`src/sfp_regs.vh`:
```
// opcodes, id bytes and timing counts for the serial flash id / power-down / pause block
`ifndef SFP_REGS_VH
`define SFP_REGS_VH
`define SFP_OP_READ_ID      8'h9F
`define SFP_OP_POWERDOWN    8'hB9
`define SFP_OP_RESUME       8'hAB
`define SFP_ID_LENGTH       8'h00
`define SFP_ID_BYTES        3'd4
`define SFP_CLK_MHZ         25
`define SFP_ENTRY_DELAY_NS  3000
`define SFP_EXIT_DELAY_NS   3000
`define SFP_ENTRY_CYCLES    ((`SFP_ENTRY_DELAY_NS * `SFP_CLK_MHZ) / 1000)
`define SFP_EXIT_CYCLES     ((`SFP_EXIT_DELAY_NS * `SFP_CLK_MHZ) / 1000)
`endif

```
`src/sfp_core.v`:
```
// serial flash command logic: identification, deep power-down, resume, pause
// overview of operation
// - every pin is a level sampled on the system clock
// - sck edges are found by comparing with the previous sample
// - the serial clock must stay high and low two clocks each
// - chip select edges are found the same way
// - the chip select detector rests high, so reset shows no edge
// - incoming bits shift in on a seen sck rise
// - the first whole byte of a frame is kept as the opcode
// - the byte counter saturates, so long frames stay harmless
// - a frame ends on a whole byte when the bit counter is zero
//
// identification
// - the opcode is decoded on its eighth rising edge
// - it is only honoured while the device is in standby
// - the first sck fall after it presents bit 7 without advancing
// - every later fall moves to the next bit, msb first
// - after four bytes the output enable falls and stays low
// - deselect clears the sequence at once
//
// power states
// - standby, entering, powered down, exiting; one hot
// - entry needs the whole opcode, a whole byte and no busy cycle
// - a busy cycle makes entry be ignored; the host must retry
// - exit needs the resume opcode and a whole byte in the same way
// - both delays are counted down in system clocks
// - while powered down every other opcode falls through unused
//
// pause
// - the pause level is only taken while sck is low
// - a change during sck high waits for the next low phase
// - while paused sck and serial input are ignored
// - the serial output is turned off while paused
// - write protect keeps being followed during a pause
// - deselect while paused aborts and clears the write latch
// - a program or erase cycle carries on regardless
//
// hazards and limits
// - the output enable and data lag the sck fall by two clocks
// - the host must leave that much margin before it samples
// - the write latch is set from outside by a single pulse
// - an abort in the same cycle as a set clears the latch
// - the standby flag follows the next state, not the current one
// - the power-down flag rises as the entry delay runs out
//
`include "sfp_regs.vh"
`default_nettype none
module sfp_core #(
  parameter [7:0]  MAKER_CODE   = 8'h5A, // arbitrary value
  parameter [7:0]  DEVICE_CODE1 = 8'h3C, // arbitrary value
  parameter [7:0]  DEVICE_CODE2 = 8'h11, // arbitrary value
  parameter [15:0] ENTRY_CYCLES = `SFP_ENTRY_CYCLES,
  parameter [15:0] EXIT_CYCLES  = `SFP_EXIT_CYCLES
) (
  input  wire clock,
  input  wire rst_n,
  input  wire cs_n,
  input  wire sck,
  input  wire si,
  input  wire pause_n,
  input  wire wp_n,
  input  wire busy,
  input  wire write_enable_set,
  output reg  so_out,
  output reg  so_oe,
  output reg  write_latch_flag,
  output reg  deep_powerdown,
  output reg  standby,
  output reg  paused,
  output reg  op_abort,
  output reg  wp_level
);
  // power states, one-hot
  localparam [3:0] ST_STANDBY   = 4'b0001;
  localparam [3:0] ST_ENTERING  = 4'b0010;
  localparam [3:0] ST_POWERDOWN = 4'b0100;
  localparam [3:0] ST_EXITING   = 4'b1000;

  reg  [3:0]  state_reg;   // power state
  reg  [3:0]  state_next;  // next power state
  reg  [15:0] delay_reg;   // entry / exit delay counter
  reg  [15:0] delay_next;  // next delay count
  reg  [7:0]  shift_reg;   // incoming opcode shifter
  reg  [2:0]  bit_reg;     // bit within byte
  reg  [2:0]  byte_reg;    // whole bytes received, saturating
  reg  [7:0]  opcode_reg;  // first byte of transaction
  reg         id_active;   // id output phase running
  reg  [2:0]  id_byte;     // id byte being sent
  reg  [2:0]  id_bit;      // id bit being sent
  reg         hold_reg;    // pause state
  reg         id_started;  // first output bit already presented

  wire sck_rise;           // sck rising edge
  wire sck_fall;           // sck falling edge
  wire cs_rise;            // deselect edge
  wire selected = ~cs_n;
  wire sck_en   = selected & ~hold_reg; // sck counts only when not paused
  wire id_done  = (id_byte == `SFP_ID_BYTES);

  sfp_edge u_sck_edge (
    .clock    (clock),
    .rst_n    (rst_n),
    .level_in (sck),
    .rise     (sck_rise),
    .fall     (sck_fall)
  );
  // chip select rests high, the detector starts there
  sfp_edge #(
    .IDLE_LEVEL (1'b1)
  ) u_cs_edge (
    .clock    (clock),
    .rst_n    (rst_n),
    .level_in (cs_n),
    .rise     (cs_rise),
    .fall     ()
  );

  // id byte selection, msb first
  reg [7:0] id_data;
  always @* begin
    case (id_byte)
      3'd0:    id_data = MAKER_CODE;
      3'd1:    id_data = DEVICE_CODE1;
      3'd2:    id_data = DEVICE_CODE2;
      default: id_data = `SFP_ID_LENGTH;
    endcase
  end

  // pause tracking: changes only while sck is low, or clears on deselect
  always @(posedge clock or negedge rst_n) begin
    if (!rst_n) begin
      hold_reg <= 1'b0;
    end else if (!selected) begin
      hold_reg <= 1'b0;
    end else if (!sck) begin
      hold_reg <= ~pause_n;
    end
  end

  // opcode shifter, sampled on sck rise
  always @(posedge clock or negedge rst_n) begin
    if (!rst_n) begin
      shift_reg  <= 8'h00;
      bit_reg    <= 3'd0;
      byte_reg   <= 3'd0;
      opcode_reg <= 8'h00;
    end else if (!selected) begin
      bit_reg  <= 3'd0;
      byte_reg <= 3'd0;
    end else if (sck_en && sck_rise) begin
      shift_reg <= {shift_reg[6:0], si};
      bit_reg   <= bit_reg + 3'd1;
      if (bit_reg == 3'd7) begin
        if (byte_reg != 3'd7) begin
          byte_reg <= byte_reg + 3'd1;
        end
        if (byte_reg == 3'd0) begin
          opcode_reg <= {shift_reg[6:0], si};
        end
      end
    end
  end

  // id output sequencing, shifted on sck fall
  always @(posedge clock or negedge rst_n) begin
    if (!rst_n) begin
      id_active <= 1'b0;
      id_byte   <= 3'd0;
      id_bit    <= 3'd0;
    end else if (!selected) begin
      id_active <= 1'b0;
      id_byte   <= 3'd0;
      id_bit    <= 3'd0;
    end else if (sck_en && sck_rise && bit_reg == 3'd7 && byte_reg == 3'd0) begin
      id_active <= ({shift_reg[6:0], si} == `SFP_OP_READ_ID) && state_reg == ST_STANDBY;
    end else if (sck_en && sck_fall && id_active && byte_reg != 3'd0 && !id_done) begin
      if (id_started) begin
        id_bit <= id_bit + 3'd1;
        if (id_bit == 3'd7) begin
          id_byte <= id_byte + 3'd1;
        end
      end
    end
  end

  // first falling edge after opcode presents bit 7 without advancing
  always @(posedge clock or negedge rst_n) begin
    if (!rst_n) begin
      id_started <= 1'b0;
    end else if (!selected || !id_active) begin
      id_started <= 1'b0;
    end else if (sck_en && sck_fall) begin
      id_started <= 1'b1;
    end
  end

  // power state machine
  always @* begin
    state_next = state_reg;
    delay_next = delay_reg;
    case (state_reg)
      ST_STANDBY: begin
        if (cs_rise && !hold_reg && bit_reg == 3'd0 && byte_reg != 3'd0
            && opcode_reg == `SFP_OP_POWERDOWN && !busy) begin
          state_next = ST_ENTERING;
          delay_next = ENTRY_CYCLES;
        end
      end
      ST_ENTERING: begin
        if (delay_reg <= 16'd1) begin
          state_next = ST_POWERDOWN;
        end
        delay_next = delay_reg - 16'd1;
      end
      ST_POWERDOWN: begin
        if (cs_rise && !hold_reg && bit_reg == 3'd0 && byte_reg != 3'd0
            && opcode_reg == `SFP_OP_RESUME) begin
          state_next = ST_EXITING;
          delay_next = EXIT_CYCLES;
        end
      end
      ST_EXITING: begin
        if (delay_reg <= 16'd1) begin
          state_next = ST_STANDBY;
        end
        delay_next = delay_reg - 16'd1;
      end
      default: begin
        state_next = ST_STANDBY;
      end
    endcase
  end

  // state registers; reset lands in standby
  always @(posedge clock or negedge rst_n) begin
    if (!rst_n) begin
      state_reg <= ST_STANDBY;
      delay_reg <= 16'h0000;
    end else begin
      state_reg <= state_next;
      delay_reg <= delay_next;
    end
  end

  // registered outputs
  always @(posedge clock or negedge rst_n) begin
    if (!rst_n) begin
      so_out           <= 1'b0;
      so_oe            <= 1'b0;
      write_latch_flag <= 1'b0;
      deep_powerdown   <= 1'b0;
      standby          <= 1'b1;
      paused           <= 1'b0;
      op_abort         <= 1'b0;
      wp_level         <= 1'b0;
    end else begin
      so_oe  <= selected && !hold_reg && id_active && id_started && !id_done;
      so_out <= id_data[3'd7 - id_bit];
      // deselect while paused aborts and clears latch
      op_abort <= cs_rise && hold_reg;
      if (cs_rise && hold_reg) begin
        write_latch_flag <= 1'b0;
      end else if (write_enable_set && state_reg == ST_STANDBY) begin
        write_latch_flag <= 1'b1;
      end
      deep_powerdown <= (state_next == ST_POWERDOWN);
      // busy runs on regardless of pause
      standby <= cs_n && !busy && state_next == ST_STANDBY;
      paused  <= hold_reg;
      wp_level <= ~wp_n; // write protect still followed during pause
    end
  end
endmodule
`default_nettype wire

```
`src/sfp_edge.v`:
```
// rising / falling edge detector for a synchronous input level
`default_nettype none
module sfp_edge #(
  parameter [0:0] IDLE_LEVEL = 1'b0 // level the pin rests at, so reset shows no edge
) (
  input  wire clock,
  input  wire rst_n,
  input  wire level_in,
  output wire rise,
  output wire fall
);
  reg last_reg; // previous sample of the level

  // remember previous sample; reset loads the idle level of the pin
  always @(posedge clock or negedge rst_n) begin
    if (!rst_n) begin
      last_reg <= IDLE_LEVEL;
    end else begin
      last_reg <= level_in;
    end
  end

  assign rise = level_in & ~last_reg;
  assign fall = ~level_in & last_reg;
endmodule
`default_nettype wire

```
`config.mk`:
```
export PLATFORM = sky130hd
export DESIGN_NAME = sfp_core
export DESIGN_NICKNAME = d
export VERILOG_FILES = /design/src/sfp_core.v /design/src/sfp_edge.v
export VERILOG_INCLUDE_DIRS = /design/src
export SDC_FILE = /design/constraint.sdc
export NUM_CORES = 1
export LEC_CHECK = 0
export BUFFER_PORTS_ARGS = -buffer_cell sky130_fd_sc_hd__buf_2
export CORE_MARGIN = 3
export CORE_UTILIZATION = 58
export CTS_CLUSTER_DIAMETER = 150
export DETAILED_ROUTE_END_ITERATION = 12
export GPL_TIMING_DRIVEN = 0
export HOLD_SLACK_MARGIN = 0.05
export PLACE_DENSITY = 0.76
export SYNTH_ARGS = -nofsm -noshare
export SYNTH_HDL_FRONTEND = slang
export SYNTH_SLANG_ARGS = --single-unit
```
`constraint.sdc`:
```
create_clock -name clock -period 6.4 [get_ports clock]
set_clock_uncertainty 0.1 [all_clocks]
set_input_delay 1.28 -clock clock [delete_from_list [all_inputs] [get_ports clock]]
set_output_delay 1.28 -clock clock [all_outputs]
set_load 0.05 [all_outputs]
```
==> run_results.csv <==
group,metric,value,unit
floorplan,io_pins,17,
sta,period_needed,3.17,ns
logic_synthesis,synth.top_cell.area_share,47.2,%
detailed_routing,dr_wl_met3,197,microns
cells_and_area,n_antenna_cell,0,
global_routing,grt.total_usage,20.3,%
clocking,cts_num_sinks,60,
logic_synthesis,netlist_top_cells_area,"dfrtp_1 47%, mux2_2 6.0%, ha_1 5.8%, nor3_1 2.7%, dfstp_2 2.6%",
sta,setup-violations-final,0,
sta,post-route-period-util,49.6,%
clocking,root_buffer,"clkbuf_8",
critical_path,cpPeakStageDelay,0.54,ns
sta,final_max_slew_viol_count,0,
clocking,cts_tree,"done",
detailed_routing,drt_pass1_iterations,4,
detailed_routing,vias_per_cell,5.61,
logic_synthesis,synthTopCellsByCount,"57 x dfrtp_1, 21 x nor2_1, 18 x nand2_1",
power_and_ir_drop,power_per_cell_area,242,nW/um^2
logic_synthesis,synthesis.nets,300,
logic_synthesis,syn_area,3020,sq um
logic_synthesis,async_reset_ff_share,100,%
status,status,"complete, no violations",
clocking,cts_buffer_depth,2,
critical_path,crit_family,"simple AND/OR/NAND/NOR gates",
sta,tightest_slew,0.832,ns
global_routing,grt-ovfl-total,0,
sta,max_slew_margin,43.8,%
cells_and_area,fin_util,69.7,%
sta,fmax,315,MHz
critical_path,worst_path_most_repeated_cell,"a211o_1",
place,gp_congestion,0.812,
logic_synthesis,synth_area_leader_cell,"dfrtp_1",
detailed_routing,routed_wl,5420,microns
floorplan,die-area,6110,sq um
detailed_routing,wl_per_cell,14.4,microns
logic_synthesis,synth_edf_count,0,
clocking,clkLatencyLatePin,0.34,ns
logic_synthesis,ys_warn_count,0,
critical_path,cp_data_arrival_time,3.30,ns
global_routing,grt_antenna_before_repair,0,
place,port_buffers,16,
power_and_ir_drop,power,822,uW
logic_synthesis,syn_inst,277,
detailed_routing,drt_iter0_drc,111,
place,dp_hpwl,3760,microns
sta,fin_tns_setup,0,ns
clocking,post-cts-setup-buffer-count,0,
logic_synthesis,synth-seq-cells,60,
detailed_routing,postRouteAntennaNets,0,
critical_path,crit_buf_inv,2,
cells_and_area,largest_reg_flops,16,
clocking,cts_buffers,9,
power_and_ir_drop,leakagePower,1.62,nW
clocking,clk_pin_slew,0.07,ns
critical_path,start_kind,"primary input",
sta,rsz0062_at_grt,"false",
critical_path,path_max_fanout,10,
cells_and_area,area_growth,12.6,%
power_and_ir_drop,peakVddDrop,195,uV
logic_synthesis,synth_cell_types,59,
logic_synthesis,synth_flop_cell,"dfrtp_1",
clocking,cts.repair.resized,0,
critical_path,cp_cell_sequence,"buf_2, or4b_1, or4_4, a211o_1, nand2b_4, buf_6, a211o_1",
detailed_routing,top_layer,"met4",
detailed_routing,num_vias,2108,
cells_and_area,fin_nets,327,
cells_and_area,drive_gt1_share,23.0,%
clocking,htree_levels,3,
critical_path,worstPathRequired,6.52,ns
detailed_routing,drc_errors,0,
global_routing,first_global_vias,2074,
logic_synthesis,yosysMostFrequentCell,"dfrtp_1",
detailed_routing,wl_met1,2530,microns
logic_synthesis,syn_avg_cell_area,10.9,sq um
floorplan,die_x,78.2,microns
flow_run,max_cap_violations,0,
floorplan,initial_core_util,61.9,%
logic_synthesis,seq_area_frac_synth,49.8,%
global_routing,grt_max_degree,61,
global_routing,grt_pass1_wl,9540,microns
sta,whs,0.386,ns
detailed_routing,dr_wl_met2,2590,microns
critical_path,crit_slowest_cell,"or4_4",
critical_path,endpoint_kind,"register",
critical_path,critPathKind,"in -> reg",
hold_path,hold_class,"reg -> reg",
sta,hold_viol,0,
floorplan,fp.coreArea,4880,sq um
clocking,ctsHoldBuffers,0,
floorplan,die_h,78.2,microns
floorplan,num_rows,25,
per-stage QoR:
step | instances | setup WS, ns | instance area, sq um
floorplan | 277 | 3.14 | 3020
global placement | 360 | 2.92 | 3180
detailed placement | 360 | 2.88 | 3180
CTS | 376 | 3.25 | 3400
global route | 376 | 3.11 | 3400
finish | 376 | 3.23 | 3400
kinds of logic after synthesis:
kind of cell,Yosys count,share of synthesized area (%)
buffers and inverters,27,4.72
adder cells (fa/ha/maj),14,5.80
flip-flops,60,49.8
XOR/XNOR,7,2.03
AO/OA/AOI/OAI,46,10.9
AND/OR/NAND/NOR,105,20.0
multiplexers,18,6.63
layer usage:
metal	GRT usage (%)	vias to the layer above
met3	5.96	9
li1	-	1053
met2	30.7	32
met4	9.79	0
met5	0	-
met1	26.8	1014
path summary, 6_finish.rpt:
| kind | slack [ns] | startpoint | cells after the start | endpoint |
|---|---|---|---|---|
| setup reg to reg | 3.74 | state_reg[0] | 7 | delay_reg[13] |
| max in group asynchronous | 4.80 | rst_n | 1 | id_byte[1] |
| hold reg to reg | 0.39 | id_byte[2] | 1 | so_out |
| hold / removal | 0.39 | id_byte[2] | 1 | so_out |
| setup / recovery | 3.23 | cs_n | 7 | delay_reg[13] |
| min in group asynchronous | 0.90 | rst_n | 1 | delay_reg[5] |
where the power goes:
group	switching, mW	total [mW]	internal (mW)
Combinational	0.0247	0.0476	0.0228
Clock	0.143	0.354	0.212
Sequential	0.0188	0.420	0.401
Total	0.186	0.822	0.635
cell usage in the layout, fill, tap and decap left out, drive strengths merged, types with 2 or more instances in the layout:
cell and count:
a211o 5, a21oi 12, a221o 2, a31oi 2
and2 2, and2b 3, and3 4, and3b 2
buf 24, clkbuf 18, clkinv 2, dfrtp 57
dfstp 3, ha 14, inv 14, mux2 16
mux2i 2, nand2 18, nand2b 4, nand3 4
nand3b 5, nand4b 3, nor2 21, nor2b 2
nor3 17, nor3b 2, nor4 5, nor4b 3
o211ai 2, o21ai 7, o22a 3, o311a 2
or2b 2, or3 2, or4 2, xnor2 3
xor2 4
cell type report:
class                           count  area (sq um)
Buffer                             13          90.1
Clock buffer                       13           169
Clock inverter                      3          43.8
Fill cell                         393          1480
Inverter                           14          52.6
Multi-Input combinational cell    190          1370
Sequential cell                    60          1510
Tap cell                           67          83.8
Timing Repair Buffer               16          82.6
Note: power is estimated with default switching activity, not from simulation.
